--- src/hw/lat_table_pkg.sv ---
// Constants for the DDR and SDR latency parameter tables
package lat_table_pkg;

   // ==========================================================
   // Widths
   localparam int OFS_W  = 8;
   localparam int BYTE_W = 8;
   localparam int CODE_W = 2;

   // ==========================================================
   // Common values
   localparam logic [7:0] NOT_SUPP      = 8'hFF;
   localparam logic [7:0] RESET_DATA    = 8'h00;

   // ==========================================================
   // DDR latency code table: header
   localparam logic [7:0] DDR_OFS_ID    = 8'h00;
   localparam logic [7:0] DDR_OFS_LEN   = 8'h01;
   localparam logic [7:0] DDR_OFS_ROWS  = 8'h02;
   localparam logic [7:0] DDR_OFS_RLEN  = 8'h03;
   localparam logic [7:0] DDR_OFS_HDR_F = 8'h04;
   localparam logic [7:0] DDR_OFS_HDR_C = 8'h05;
   localparam logic [7:0] DDR_OFS_FR3   = 8'h06;
   localparam logic [7:0] DDR_OFS_FR4   = 8'h07;
   localparam logic [7:0] DDR_OFS_DIO3  = 8'h08;
   localparam logic [7:0] DDR_OFS_DIO4  = 8'h09;
   localparam logic [7:0] DDR_OFS_QIO3  = 8'h0A;
   localparam logic [7:0] DDR_OFS_QIO4  = 8'h0B;
   localparam logic [7:0] DDR_OFS_LAST  = 8'h2B;

   localparam logic [7:0] DDR_ID        = 8'h9A;
   localparam logic [7:0] DDR_LEN       = 8'h2A;
   localparam logic [7:0] DDR_ROWS      = 8'h05;
   localparam logic [7:0] DDR_ROW_LEN   = 8'h08;
   localparam logic [7:0] HDR_ASCII_F   = 8'h46;
   localparam logic [7:0] HDR_ASCII_C   = 8'h43;
   localparam logic [7:0] QIO_DDR_OP3   = 8'hED;
   localparam logic [7:0] QIO_DDR_OP4   = 8'hEE;

   // ==========================================================
   // DDR table: 50 MHz row
   localparam logic [7:0] DDR_OFS_R2_FREQ = 8'h0C;
   localparam logic [7:0] DDR_OFS_R2_CODE = 8'h0D;
   localparam logic [7:0] DDR_OFS_R2_MODE = 8'h12;
   localparam logic [7:0] DDR_OFS_R2_LAT  = 8'h13;
   localparam logic [7:0] R2_FREQ         = 8'h32;
   localparam logic [7:0] R2_CODE         = 8'h03;
   localparam logic [7:0] R2_MODE         = 8'h01;
   localparam logic [7:0] R2_LAT          = 8'h03;

   // ==========================================================
   // DDR table: 80 MHz row
   localparam logic [7:0] DDR_OFS_R3_FREQ = 8'h14;
   localparam logic [7:0] DDR_OFS_R3_CODE = 8'h15;
   localparam logic [7:0] DDR_OFS_R3_MODE = 8'h1A;
   localparam logic [7:0] DDR_OFS_R3_LAT  = 8'h1B;
   localparam logic [7:0] R3_FREQ         = 8'h50;
   localparam logic [7:0] R3_CODE         = 8'h00;
   localparam logic [7:0] R3_MODE         = 8'h01;
   localparam logic [7:0] R3_LAT          = 8'h06;

   // ==========================================================
   // Latency codes as programmed by the host
   localparam logic [1:0] CODE_50MHZ = 2'h3;
   localparam logic [1:0] CODE_80MHZ = 2'h0;

   // ==========================================================
   // SDR table: last row (133 MHz)
   localparam logic [7:0] SDR_OFS_R6_FREQ  = 8'h4A;
   localparam logic [7:0] SDR_OFS_R6_CODE  = 8'h4B;
   localparam logic [7:0] SDR_OFS_R6_FMODE = 8'h4E;
   localparam logic [7:0] SDR_OFS_R6_FLAT  = 8'h4F;
   localparam logic [7:0] SDR_OFS_R6_LAST  = 8'h57;
   localparam logic [7:0] SDR_R6_FREQ      = 8'h85;
   localparam logic [7:0] SDR_R6_CODE      = 8'h02;
   localparam logic [7:0] SDR_R6_FMODE     = 8'h00;
   localparam logic [7:0] SDR_R6_FLAT      = 8'h08;

   // ==========================================================
   // Table select
   typedef enum logic [0:0] {
      SEL_DDR = 1'b0,
      SEL_SDR = 1'b1
   } table_sel_t;

endpackage

--- src/hw/lat_table.sv ---
// Read-only latency parameter tables with a quad DDR latency lookup
`timescale 1ns/1ps
module lat_table
   import lat_table_pkg::*;
(
   input  wire logic                              i_ref_clk,
   input  wire logic                              i_sys_rst,
   input  wire logic                              i_clk_en,
   input  wire logic                              i_rd_req,
   input  wire lat_table_pkg::table_sel_t         i_rd_sel,
   input  wire logic [lat_table_pkg::OFS_W-1:0]   i_rd_ofs,
   input  wire logic [lat_table_pkg::CODE_W-1:0]  i_lat_code,
   output logic      [lat_table_pkg::BYTE_W-1:0]  o_rd_data,
   output logic                                   o_rd_valid,
   output logic      [lat_table_pkg::BYTE_W-1:0]  o_qio_mode_cycles,
   output logic      [lat_table_pkg::BYTE_W-1:0]  o_qio_dummy_cycles,
   output logic                                   o_qio_supported
);
   import lat_table_pkg::*;

   // ==========================================================
   // State
   typedef struct packed {
      logic [BYTE_W-1:0] rd_data;
      logic              rd_valid;
      logic [BYTE_W-1:0] mode;
      logic [BYTE_W-1:0] dummy;
      logic              supp;
   } state_t;

   state_t st_reg;
   state_t st_next;

   // ==========================================================
   // DDR latency code table contents
   function automatic logic [BYTE_W-1:0] ddr_byte(input logic [OFS_W-1:0] ofs);
      logic [BYTE_W-1:0] b;
      b = NOT_SUPP;
      unique case (ofs)
         DDR_OFS_ID:      b = DDR_ID;
         DDR_OFS_LEN:     b = DDR_LEN;
         DDR_OFS_ROWS:    b = DDR_ROWS;
         DDR_OFS_RLEN:    b = DDR_ROW_LEN;
         DDR_OFS_HDR_F:   b = HDR_ASCII_F;
         DDR_OFS_HDR_C:   b = HDR_ASCII_C;
         DDR_OFS_FR3:     b = NOT_SUPP;
         DDR_OFS_FR4:     b = NOT_SUPP;
         DDR_OFS_DIO3:    b = NOT_SUPP;
         DDR_OFS_DIO4:    b = NOT_SUPP;
         DDR_OFS_QIO3:    b = QIO_DDR_OP3;
         DDR_OFS_QIO4:    b = QIO_DDR_OP4;
         DDR_OFS_R2_FREQ: b = R2_FREQ;
         DDR_OFS_R2_CODE: b = R2_CODE;
         DDR_OFS_R2_MODE: b = R2_MODE;
         DDR_OFS_R2_LAT:  b = R2_LAT;
         DDR_OFS_R3_FREQ: b = R3_FREQ;
         DDR_OFS_R3_CODE: b = R3_CODE;
         DDR_OFS_R3_MODE: b = R3_MODE;
         DDR_OFS_R3_LAT:  b = R3_LAT;
         default:         b = NOT_SUPP;
      endcase
      return b;
   endfunction

   // ==========================================================
   // SDR table last row; earlier rows lie outside this block
   function automatic logic [BYTE_W-1:0] sdr_byte(input logic [OFS_W-1:0] ofs);
      logic [BYTE_W-1:0] b;
      b = NOT_SUPP;
      unique case (ofs)
         SDR_OFS_R6_FREQ:  b = SDR_R6_FREQ;
         SDR_OFS_R6_CODE:  b = SDR_R6_CODE;
         SDR_OFS_R6_FMODE: b = SDR_R6_FMODE;
         SDR_OFS_R6_FLAT:  b = SDR_R6_FLAT;
         default:          b = NOT_SUPP;
      endcase
      return b;
   endfunction

   // ==========================================================
   // Next state
   always_comb begin
      st_next          = st_reg;
      st_next.rd_valid = 1'b0;
      if (i_rd_req) begin
         st_next.rd_valid = 1'b1;
         if (i_rd_sel == SEL_DDR) begin
            st_next.rd_data = ddr_byte(i_rd_ofs);
         end else begin
            st_next.rd_data = sdr_byte(i_rd_ofs);
         end
      end
      // Quad I/O DDR cycle counts for the latency code in force
      unique case (i_lat_code)
         CODE_50MHZ: begin
            st_next.mode  = R2_MODE;
            st_next.dummy = R2_LAT;
            st_next.supp  = 1'b1;
         end
         CODE_80MHZ: begin
            st_next.mode  = R3_MODE;
            st_next.dummy = R3_LAT;
            st_next.supp  = 1'b1;
         end
         default: begin
            st_next.mode  = NOT_SUPP;
            st_next.dummy = NOT_SUPP;
            st_next.supp  = 1'b0;
         end
      endcase
   end

   // ==========================================================
   // Registers
   always_ff @(posedge i_ref_clk) begin
      if (i_sys_rst) begin
         st_reg <= '{rd_data: RESET_DATA, rd_valid: 1'b0,
                     mode: NOT_SUPP, dummy: NOT_SUPP, supp: 1'b0};
      end else if (i_clk_en) begin
         st_reg <= st_next;
      end
   end

   assign o_rd_data          = st_reg.rd_data;
   assign o_rd_valid         = st_reg.rd_valid;
   assign o_qio_mode_cycles  = st_reg.mode;
   assign o_qio_dummy_cycles = st_reg.dummy;
   assign o_qio_supported    = st_reg.supp;

endmodule

--- config.mk ---
export PLATFORM = sky130hd
export DESIGN_NAME = lat_table
export DESIGN_NICKNAME = d
export VERILOG_FILES = /design/src/hw/lat_table_pkg.sv /design/src/hw/lat_table.sv
export SDC_FILE = /design/constraint.sdc
export NUM_CORES = 1
export LEC_CHECK = 0
export ABC_AREA = 1
export BUFFER_PORTS_ARGS = -buffer_cell sky130_fd_sc_hd__buf_2
export CORE_AREA = 2 2 47 49
export DETAILED_ROUTE_END_ITERATION = 12
export DIE_AREA = 0 0 49 51
export GPL_TIMING_DRIVEN = 1
export PLACE_DENSITY = 0.87
export SLEW_MARGIN = 20
export SYNTH_ARGS = -nofsm -noshare
export SYNTH_HDL_FRONTEND = slang
export SYNTH_SLANG_ARGS = --single-unit
export TNS_END_PERCENT = 10
--- constraint.sdc ---
create_clock -name i_ref_clk -period 2.7 [get_ports i_ref_clk]
set_input_delay 0.135 -clock i_ref_clk [delete_from_list [all_inputs] [get_ports i_ref_clk]]
set_output_delay 0.135 -clock i_ref_clk [all_outputs]
set_load 0.1 [all_outputs]
==> results_dict.tcl <==
set metrics [dict create \
    crit_slowest_cell "dfxtp_1" \
    die_x_microns 49 \
    reg2reg_slack_ns 1.94 \
    min_period_ns 1.39 \
    holdBufCountCts 0 \
    r2r_end "o_qio_mode_cycles[6]" \
    synth_area_sq_um 955 \
    synth_edf_count 0 \
    grt_use_total 0.184 \
    path_clk_slew_ns 0.07 \
    grt_max_degree 14 \
    ios 41 \
    seqCellArea_sq_um 260 \
    rr_startpoint "o_qio_mode_cycles[6]" \
    min_path_cells 2 \
    ys_seq_area_frac 0.273 \
    cts_resized 0 \
    slew_violations 0 \
    post_cts_buffers 0 \
    skew_ns 0 \
    drt_drc_violations_left 0 \
    synth_ff_type "dfxtp_1" \
    arrival_ns 1.25 \
    insertion_delay_ns 0.27 \
    h-tree-depth 1 \
    grt_pass1_vias 846 \
    cts_tree "yes" \
    die-area_sq_um 2500 \
    min_from "i_sys_rst" \
    vias 1040 \
    placed_area_sq_um 1070 \
    holdPathEnd "o_rd_valid" \
    fin_cells 208 \
    stdcell_area_sq_um 1100 \
    powerDensity_nw_per_um2 572 \
    yosysTopAreaCell "dfxtp_1" \
    routed_wl_mm 2.14 \
    synth_warnings 0 \
    portBuffers 38 \
    worstPathRequired_ns 2.57 \
    antenna_found_initial 0 \
    drt_iter0_drc 26 \
    cts-buffers-inserted 3 \
    core_area_sq_um 2060 \
    ys_types 20 \
    root_buffer "clkbuf_4" \
    hold_ws_ns 0.109 \
    dpl.cell_count 204 \
    grt_pass1_wl_mm 3.61 \
    die_y_microns 51 \
    final_common_cell "nand2_1" \
    cp-end-kind "primary output" \
    finalPower_mw 0.631 \
    gp_congestion 0.928 \
    dr.pass1.iters 4 \
    num_antenna_cells 0 \
    nNetsFinal 200 \
    crit_type "flip-flop to primary output" \
    max-cap-violations 0 \
    grt-ovfl-total 0 \
    mostFrequentLayoutCells "43 x nand2_1, 38 x buf_2, 17 x a21oi_1" \
    ir_worst_vdd_mv 0.432 \
    wl_per_cell_microns 10.3 \
    rsz0062_at_grt "false" \
    rows 17 \
    numClockSinks 13 \
    hold_viol 0 \
    drive_above_1_share 0.283 \
    critPathMaxStageDelay_ns 0.49 \
    initial_core_util 0.463 \
    dp_hpwl_mm 1.68 \
    finalSetupTns_ns 0 \
    vias_per_cell 5.00 \
    period_share 0.514 \
    crit_path_cell_trace "buf_2" \
    critPathTopFamily "flip-flops" \
    startpoint_type "flip-flop" \
    cts_buffer_depth 2 \
    p_leak_nw 0.583 \
    drtAntennaViolNets 0 \
    fmax_ghz 0.721 \
    crit_buf_inv 1 \
    ys_ff_latch 13 \
    multi_input_area_sq_um 538 \
    crit_fanout 13 \
    synth.avg_cell_area_sq_um 6.32 \
    worst_r2r_path_depth 2 \
    setup_viol 0 \
    synth_top_area_frac 0.273 \
    hold_class "input pin to flip-flop" \
    synth_area_leaders "dfxtp_1 27%, nand2_1 17%, buf_4 10%" \
    num-fill-cells 221 \
    postSynthCellCount 151 \
    status "finished clean" \
    async_flop_share 0 \
    syn_to_final_growth_pct 15.5 \
]
## cell families after synthesis
group / after synthesis / synth area share
DFF: 13 / 0.273
AOI/OAI and AO/OA: 33 / 0.176
and+or+nand+nor: 73 / 0.328
other: 1 / 0.00393
buffers and inverters: 27 / 0.168
adders and majority gates: 4 / 0.0524
## routing by layer
layer	track usage	share of wire	vias up
met4	0.0429	0.0065	0
li1	-	-	540
met5	0	0	-
met2	0.301	0.47	35
met3	0.0468	0.057	2
met1	0.243	0.47	463
## flip-flops by register name, indices dropped and copies added (netlist names)
name                cells
o_rd_data               8
o_qio_dummy_cycles      2
o_qio_mode_cycles       1
o_qio_supported         1
o_rd_valid              1
## layout make-up
cell class	count	area share
inverters	13	0.0465
clock buffers	3	0.0204
clock inverters	1	0.00454
repair buffers	38	0.173
flip-flops and latches	13	0.236
well taps	28	0.0318
multi-input cells	112	0.488
## report_power, final
group	switching [mW]	total (mW)	internal [mW]
clock	0.0599	0.115	0.0549
combinational	0.256	0.303	0.0477
sequential	0.00787	0.213	0.205
## cell usage after synthesis (2+ instances only)
| cell | count |
|---|---|
| nand3_1 | 7 |
| dfxtp_1 | 13 |
| or2_2 | 2 |
| buf_4 | 13 |
| ha_1 | 4 |
| inv_2 | 2 |
| nand4_1 | 2 |
| nand2_1 | 43 |
| o21ai_0 | 15 |
| nor2_1 | 15 |
| a21oi_1 | 17 |
| inv_1 | 9 |
| nand2_2 | 2 |
## worst max-delay path by stage
| stage | from | endpoint | cells past startpoint |
|---|---|---|---|
| after detailed placement | i_rd_ofs[1] | o_rd_data[3] | 9 |
| after CTS | o_qio_mode_cycles[6] | o_qio_mode_cycles[2] | 1 |
| after floorplan | o_qio_mode_cycles[6] | o_qio_dummy_cycles[4] | 1 |
| final | o_qio_mode_cycles[6] | o_qio_dummy_cycles[7] | 1 |
| after global placement | i_rd_ofs[1] | o_rd_data[3] | 9 |
| after global routing | o_qio_mode_cycles[6] | o_qio_dummy_cycles[4] | 1 |
## per-stage QoR
stage          utilization  setup WS, ns
6_report             0.534          1.31
5_1_grt              0.534          1.23
4_1_cts              0.534          1.29
3_5_place_dp         0.521          1.31
3_3_place_gp         0.521          1.30
2_1_floorplan            -          1.02
Power figures use the tool's default switching activity.
